$ cat src/pkg/nxse_pkg.sv
// Purpose: Constants for the xor and subtract execution unit.
// Assumes: 16-bit instruction words, 4-bit data, 7-bit data addresses.
// Notes: Opcode prefixes are matched against the top bits of the word.
package nxse_pkg;
    localparam int DATA_W = 4;
    localparam int ADDR_W = 7;
    localparam int WREG_W = 4;
    localparam int INSN_W = 16;
    // Opcode prefixes and their widths, taken from the top of the word.
    localparam int SUB_WB_LEN = 8;
    localparam logic [7:0] SUB_WB_OP = 8'h1F;
    localparam int XOR_MEM_LEN = 9;
    localparam logic [8:0] XOR_MEM_OP = 9'h070;
    localparam int XOR_MEM_WB_LEN = 9;
    localparam logic [8:0] XOR_MEM_WB_OP = 9'h072;
    localparam int XOR_IMM_LEN = 8;
    localparam logic [7:0] XOR_IMM_OP = 8'h38;
    localparam int XOR_IMM_WB_LEN = 8;
    localparam logic [7:0] XOR_IMM_WB_OP = 8'h3A;
    // Field positions.
    localparam int IMM_LSB = 4;
    localparam int WR_LSB = 0;
    localparam int ADDR_LSB = 0;
    // Reset values.
    localparam logic [3:0] RESULT_RST = 4'h0;
    localparam logic CARRY_RST = 1'b0;
    localparam logic ZERO_RST = 1'b0;
    // Operation select codes.
    typedef enum logic [2:0] {
        NXSE_OP_NONE = 3'b000,
        NXSE_OP_SUB_WB = 3'b001,
        NXSE_OP_XOR_MEM = 3'b011,
        NXSE_OP_XOR_IMM = 3'b010,
        NXSE_OP_XOR_MEM_WB = 3'b110,
        NXSE_OP_XOR_IMM_WB = 3'b111
    } nxse_op_t;
endpackage

$ cat src/logic/nxse_exec.sv
// Purpose: Executes store-back subtract and xor instructions in one cycle.
// Assumes: Operand reads from data memory and working registers are
//          combinational and settle within the issue cycle.
// Notes: Owns the result nibble and both flags; memory and register
//        writes leave as one-cycle strobes for the core to apply.
`timescale 1ns/100ps
`default_nettype none
module nxse_exec
    import nxse_pkg::*;
(
    // Clock and reset
    input wire logic core_clk,
    input wire logic rst_n,
    // Instruction issue
    input wire logic insn_valid,
    input wire logic [nxse_pkg::INSN_W-1:0] insn,
    // Operand reads
    output logic [nxse_pkg::ADDR_W-1:0] mem_addr,
    input wire logic [nxse_pkg::DATA_W-1:0] mem_rdata,
    output logic [nxse_pkg::WREG_W-1:0] wreg_sel,
    input wire logic [nxse_pkg::DATA_W-1:0] wreg_rdata,
    // Write-back strobes
    output logic mem_we,
    output logic [nxse_pkg::ADDR_W-1:0] mem_waddr,
    output logic [nxse_pkg::DATA_W-1:0] mem_wdata,
    output logic wreg_we,
    output logic [nxse_pkg::WREG_W-1:0] wreg_waddr,
    output logic [nxse_pkg::DATA_W-1:0] wreg_wdata,
    // Core state
    output logic [nxse_pkg::DATA_W-1:0] result_nibble_reg,
    output logic carry_flag,
    output logic zero_flag,
    output logic insn_hit
);
    import nxse_pkg::*;

    nxse_op_t op;
    logic [DATA_W-1:0] imm;
    logic [DATA_W-1:0] opa;
    logic [DATA_W-1:0] opb;
    logic [DATA_W-1:0] alu_res;
    logic alu_carry;
    logic alu_zero;
    logic is_sub;
    logic uses_mem;
    logic wr_mem;
    logic wr_reg;
    logic [DATA_W-1:0] result_q, result_d;
    logic carry_q, carry_d;
    logic zero_q, zero_d;
    logic mem_we_q, wreg_we_q;
    logic [ADDR_W-1:0] mem_waddr_q;
    logic [WREG_W-1:0] wreg_waddr_q;
    logic [DATA_W-1:0] wdata_q;

    // Decode by opcode prefix.
    wire hit_sub_wb = insn[INSN_W-1 -: SUB_WB_LEN] == SUB_WB_OP;
    wire hit_xor_mem = insn[INSN_W-1 -: XOR_MEM_LEN] == XOR_MEM_OP;
    wire hit_xor_mem_wb = insn[INSN_W-1 -: XOR_MEM_WB_LEN] == XOR_MEM_WB_OP;
    wire hit_xor_imm = insn[INSN_W-1 -: XOR_IMM_LEN] == XOR_IMM_OP;
    wire hit_xor_imm_wb = insn[INSN_W-1 -: XOR_IMM_WB_LEN] == XOR_IMM_WB_OP;

    // The memory xor without store-back shares its top byte with the
    // register xor without store-back, so the longer prefixes are tested before the register xor prefixes.
    // A register xor without store-back whose top immediate bit is clear therefore runs as
    // the memory form; software must not rely on that immediate range.
    assign op = !insn_valid ? NXSE_OP_NONE :
                hit_sub_wb ? NXSE_OP_SUB_WB :
                hit_xor_mem ? NXSE_OP_XOR_MEM :
                hit_xor_mem_wb ? NXSE_OP_XOR_MEM_WB :
                hit_xor_imm ? NXSE_OP_XOR_IMM :
                hit_xor_imm_wb ? NXSE_OP_XOR_IMM_WB : NXSE_OP_NONE;

    assign imm = insn[IMM_LSB +: DATA_W];
    assign mem_addr = insn[ADDR_LSB +: ADDR_W];
    assign wreg_sel = insn[WR_LSB +: WREG_W];

    assign is_sub = (op == NXSE_OP_SUB_WB);
    assign uses_mem = (op == NXSE_OP_XOR_MEM) ||
                      (op == NXSE_OP_XOR_MEM_WB);
    assign wr_mem = (op == NXSE_OP_XOR_MEM_WB);
    assign wr_reg = (op == NXSE_OP_SUB_WB) ||
                    (op == NXSE_OP_XOR_IMM_WB);
    assign insn_hit = (op != NXSE_OP_NONE);

    // Memory forms pair the nibble with the result register; register forms
    // pair the working register with the immediate.
    assign opa = uses_mem ? mem_rdata : wreg_rdata;
    assign opb = uses_mem ? result_q : imm;

    nxse_alu u_alu (
        .opa(opa),
        .opb(opb),
        .sub_sel(is_sub),
        .res(alu_res),
        .carry(alu_carry),
        .zero(alu_zero)
    );

    // Every decoded form lands its result in the result register.
    assign result_d = insn_hit ? alu_res : result_q;
    assign zero_d = insn_hit ? alu_zero : zero_q;
    // Only the subtract touches carry; xor forms leave it alone.
    assign carry_d = is_sub ? alu_carry : carry_q;

    // All forms complete in a single cycle, so no state machine is needed.
    // Each register has its own short process so that the reset value and
    // the next value of every piece of core state can be read at a glance.
    always_ff @(posedge core_clk or negedge rst_n)
    begin
        if (!rst_n)
        begin
            result_q <= RESULT_RST;
        end
        else
        begin
            result_q <= result_d;
        end
    end

    always_ff @(posedge core_clk or negedge rst_n)
    begin
        if (!rst_n)
        begin
            carry_q <= CARRY_RST;
        end
        else
        begin
            carry_q <= carry_d;
        end
    end

    always_ff @(posedge core_clk or negedge rst_n)
    begin
        if (!rst_n)
        begin
            zero_q <= ZERO_RST;
        end
        else
        begin
            zero_q <= zero_d;
        end
    end

    // The write strobes rise with the result, one cycle after issue. The core has to
    // forward the result itself if the next word reads the same location,
    // because the store has not landed yet at that point.
    always_ff @(posedge core_clk or negedge rst_n)
    begin
        if (!rst_n)
        begin
            mem_we_q <= 1'b0;
        end
        else
        begin
            mem_we_q <= wr_mem;
        end
    end

    always_ff @(posedge core_clk or negedge rst_n)
    begin
        if (!rst_n)
        begin
            wreg_we_q <= 1'b0;
        end
        else
        begin
            wreg_we_q <= wr_reg;
        end
    end

    // Addresses and data are captured every cycle; they only matter while
    // the matching strobe is high, so no enable is spent on them.
    always_ff @(posedge core_clk or negedge rst_n)
    begin
        if (!rst_n)
        begin
            mem_waddr_q <= '0;
        end
        else
        begin
            mem_waddr_q <= mem_addr;
        end
    end

    always_ff @(posedge core_clk or negedge rst_n)
    begin
        if (!rst_n)
        begin
            wreg_waddr_q <= '0;
        end
        else
        begin
            wreg_waddr_q <= wreg_sel;
        end
    end

    // One data register feeds both write ports, since no form stores to
    // memory and to a working register in the same cycle.
    always_ff @(posedge core_clk or negedge rst_n)
    begin
        if (!rst_n)
        begin
            wdata_q <= '0;
        end
        else
        begin
            wdata_q <= alu_res;
        end
    end

    assign result_nibble_reg = result_q;
    assign carry_flag = carry_q;
    assign zero_flag = zero_q;
    assign mem_we = mem_we_q;
    assign mem_waddr = mem_waddr_q;
    assign mem_wdata = wdata_q;
    assign wreg_we = wreg_we_q;
    assign wreg_waddr = wreg_waddr_q;
    assign wreg_wdata = wdata_q;
endmodule
`default_nettype wire

$ cat src/logic/nxse_alu.sv
// Purpose: Combinational nibble xor and subtract with flag results.
// Assumes: Carry reports a borrow when the subtrahend exceeds the minuend.
// Notes: Pure logic; the caller decides which flags to keep.
`timescale 1ns/100ps
`default_nettype none
module nxse_alu
    import nxse_pkg::*;
(
    // Operands
    input wire logic [nxse_pkg::DATA_W-1:0] opa,
    input wire logic [nxse_pkg::DATA_W-1:0] opb,
    input wire logic sub_sel,
    // Results
    output logic [nxse_pkg::DATA_W-1:0] res,
    output logic carry,
    output logic zero
);
    logic [DATA_W:0] diff;
    assign diff = {1'b0, opa} - {1'b0, opb};
    assign res = sub_sel ? diff[DATA_W-1:0] : (opa ^ opb);
    // Borrow convention: carry set means a borrow occurred.
    assign carry = sub_sel & diff[DATA_W];
    assign zero = (res == '0);
endmodule
`default_nettype wire

$ cat config.mk
export PLATFORM = sky130hd
export DESIGN_NAME = nxse_exec
export DESIGN_NICKNAME = d
export VERILOG_FILES = /design/src/pkg/nxse_pkg.sv /design/src/logic/nxse_exec.sv /design/src/logic/nxse_alu.sv
export SDC_FILE = /design/constraint.sdc
export NUM_CORES = 1
export LEC_CHECK = 0
export BUFFER_PORTS_ARGS = -buffer_cell sky130_fd_sc_hd__clkbuf_2
export CAP_MARGIN = 40
export CORE_UTILIZATION = 40
export DETAILED_ROUTE_END_ITERATION = 8
export PLACE_DENSITY = 0.74
export SETUP_SLACK_MARGIN = 0.4
export SYNTH_ARGS = -nofsm -noshare
export SYNTH_HDL_FRONTEND = slang
export SYNTH_SLANG_ARGS = --single-unit
$ cat constraint.sdc
create_clock -name core_clk -period 2.4 [get_ports core_clk]
set_clock_uncertainty 0.15 [all_clocks]
set_input_delay 0.24 -clock core_clk [delete_from_list [all_inputs] [get_ports core_clk]]
set_output_delay 0.24 -clock core_clk [all_outputs]
set_load 0.05 [all_outputs]
==> results.ini <==
[floorplanning]
initial_utilization_pct = 41.7
pin_count = 66
coreArea_mm2 = 0.00273
die_y_um = 55.4
die_w_um = 55.4
die_area_mm2 = 0.00307
num_rows = 19

[cts]
ctsHtreeMaxLevel = 1
cts_root_buf = clkbuf_4
cts_sinks = 19
clock_path_buffers = 2
clkSlewWorstSetupHoldPaths_ns = 0.11
cts_tree = built
cts_made_buffers = 3
clkLatencyLatePin_ns = 0.29

[place]
pre_cts_slack_ns = -0.582
place.gp.congestion = 0.833
port_buffers = 65
hpwl_mm = 2.08
place_area_mm2 = 0.00154

[outcome]
violations = negative setup slack
status = complete, but fails checks

[run]
cap_violations = 0

[sta]
fin_crit_ns = 2.58
drv_slew = 0
worst_slew_pin_slew_ns = 0.477
report.final.hold_viol_count = 0
worst_slack_ns = -0.184
fin_crit_sh_pct = 108
finalSetupViolCount = 4
setup-tns-final_ns = -0.514
rsz0062_at_grt = yes
fmax_ghz = 0.387
max_slew_margin_pct = 68.2

[min_path]
hp-class = in2reg
worstHoldEndpoint = mem_we$_DFF_PN0_
hp-start = insn[11]
whs_path_depth = 4

[synthesis]
synth_nets = 136
syn_area_mm2 = 0.00114
synth_area_leaders = dfrtp_1 (42%), buf_4 (13%), mux2_4 (5.3%)
synth_top_area_share_pct = 41.7
seq_area_frac_synth_pct = 41.7
synth_seq_cells = 19
synthCells = 104
ys_types = 35
ys_warn_count = 0
synth_top_area_cell = dfrtp_1
syn_area_per_cell_um2 = 11.0

[setup_path]
path_class = in2reg
cp_max_fo = 8
cp.arrival_ns = 2.65
worstReg2RegEnd = zero_flag$_DFFE_PN0P_
rr_worst_depth = 7
reg2reg_from = result_nibble_reg[2]$_DFFE_PN0P_
r2r_slack_ns = 0.36
setup.worst_path.end_class = flip-flop
start_kind = input port
critPathRequiredTime_ns = 2.47
worstSetupStartpoint = insn[15]

[final_layout]
area_growth_pct = 54.3
final_common_cell = clkbuf_2
layout-drive-gt1-share_pct = 64.6
fin_util_pct = 64.4
design_area_mm2 = 0.00176
final_cell_mix = clkbuf_2 (64), dfrtp_1 (19), buf_4 (18), dlygate4sd3_1 (8), mux2_4 (5)
antenna-diode-count = 0
num-nets-final = 214
nFillCells = 219

[routing]
drc = 0
ant_nets = 0
drt_iter0_markers = 13
wirelength_mm = 2.76
via_per_inst = 4.98
drt_pass1_iterations = 6
wl_per_cell_um = 13.0
vias = 1056

[grt]
grt_max_degree = 20
track_usage_pct = 18.6
grt_pass1_vias = 1063
grt-ovfl-total = 0
grt_pass1_wl_mm = 4.49
antenna_found_initial = 0

[power_and_ir_drop]
leakage_nw = 0.918
peakVddDrop_mv = 0.380
power_mw = 0.936
pwr_density_cell_mw_per_mm2 = 531

-- cells by family after synthesis --
kind of cell               count (synthesis)  share of synthesized area, %
buffers and inverters                     25                          15.1
and+or+nand+nor                           25                          13.5
DFF                                       19                          41.7
AOI/OAI and AO/OA                         17                          10.4
muxes                                     10                          10.9
adders and majority gates                  5                          6.14
xor gates and xnor gates                   3                          2.30
-- final cells by class --
class	instances	area (um2)	share of cell area, %
multi-input combinational	60	622	35.3
inverter	5	18.8	1.07
tap	31	38.8	2.20
sequential	19	475	27.0
clock buffer	3	22.5	1.28
timing repair buffer	93	578	32.8
clock inverter	1	5.00	0.284
-- synthesized netlist by cell type --
cell	instances
mux2_2	3
nor3_1	3
mux2i_1	3
o22ai_1	1
o41a_1	1
ha_1	4
nand2b_1	1
mux2_4	4
o31a_1	1
nor2b_1	2
xor2_1	1
fa_1	1
o21a_1	1
nand3_2	2
xnor2_1	2
a311oi_1	2
and2b_2	1
and3_1	1
nand4b_1	1
dfrtp_1	19
nor2_1	6
or3_1	1
o31ai_1	2
and4bb_2	1
a32oi_1	1
a21oi_1	6
nand2_1	3
nand3b_1	1
nand4_1	1
buf_4	19
a31o_2	1
buf_6	1
and4b_1	1
inv_1	5
o21ai_0	1
-- worst max-delay path, stage by stage --
cell,delay [ns]
buf_6,0.09
and4bb_2,0.30
nand3_2,0.07
or3_4,0.34
buf_12,0.16
mux2_4,0.31
ha_4,0.24
a21oi_4,0.14
nand2_2,0.08
xor2_1,0.15
o41a_1,0.41
o22ai_1,0.13
-- per-layer routing --
| metal | up-vias | part of all wire (%) | global-route usage (%) |
|---|---|---|---|
| li1 | 510 | - | - |
| met1 | 499 | 38 | 20.3 |
| met2 | 45 | 55 | 34.6 |
| met3 | 2 | 5.9 | 3.51 |
| met4 | 0 | 0.76 | 7.86 |
| met5 | - | 0 | 0 |
-- metrics by stage --
| step | hold slack (ns) | instances |
|---|---|---|
| after global placement | 0.0562 | 197 |
| after detailed placement | 0.0651 | 197 |
| final | 0.140 | 212 |
| after floorplan | -0.206 | 104 |
| after CTS | 0.121 | 211 |
| after global routing | 0.146 | 212 |
-- report_power, final --
group	internal [mW]	total (mW)	switching, mW
Clock	0.0619	0.158	0.0958
Combinational	0.137	0.412	0.275
Sequential	0.348	0.366	0.0175
Total	0.547	0.936	0.388
-- repair_timing --
action	in CTS	in global routing
hold endpoints to repair	26	0
pin swaps	8	4
hold buffers	8	0
resized for setup	8	10
endpoints found under the setup margin	9	9
setup buffers	2	1
cloned	0	0
-- worst max-delay path by stage --
stage / endpoint / slack, ns / cells past startpoint
5_1_grt: zero_flag$_DFFE_PN0P_ / -0.22 / 12
4_1_cts: zero_flag$_DFFE_PN0P_ / -0.17 / 12
3_5_place_dp: zero_flag$_DFFE_PN0P_ / -0.58 / 12
6_report: zero_flag$_DFFE_PN0P_ / -0.18 / 12
2_1_floorplan: zero_flag$_DFFE_PN0P_ / -0.34 / 11
3_3_place_gp: result_nibble_reg[1]$_DFFE_PN0P_ / -0.49 / 12
No activity file was read; power rests on OpenSTA's default activity.
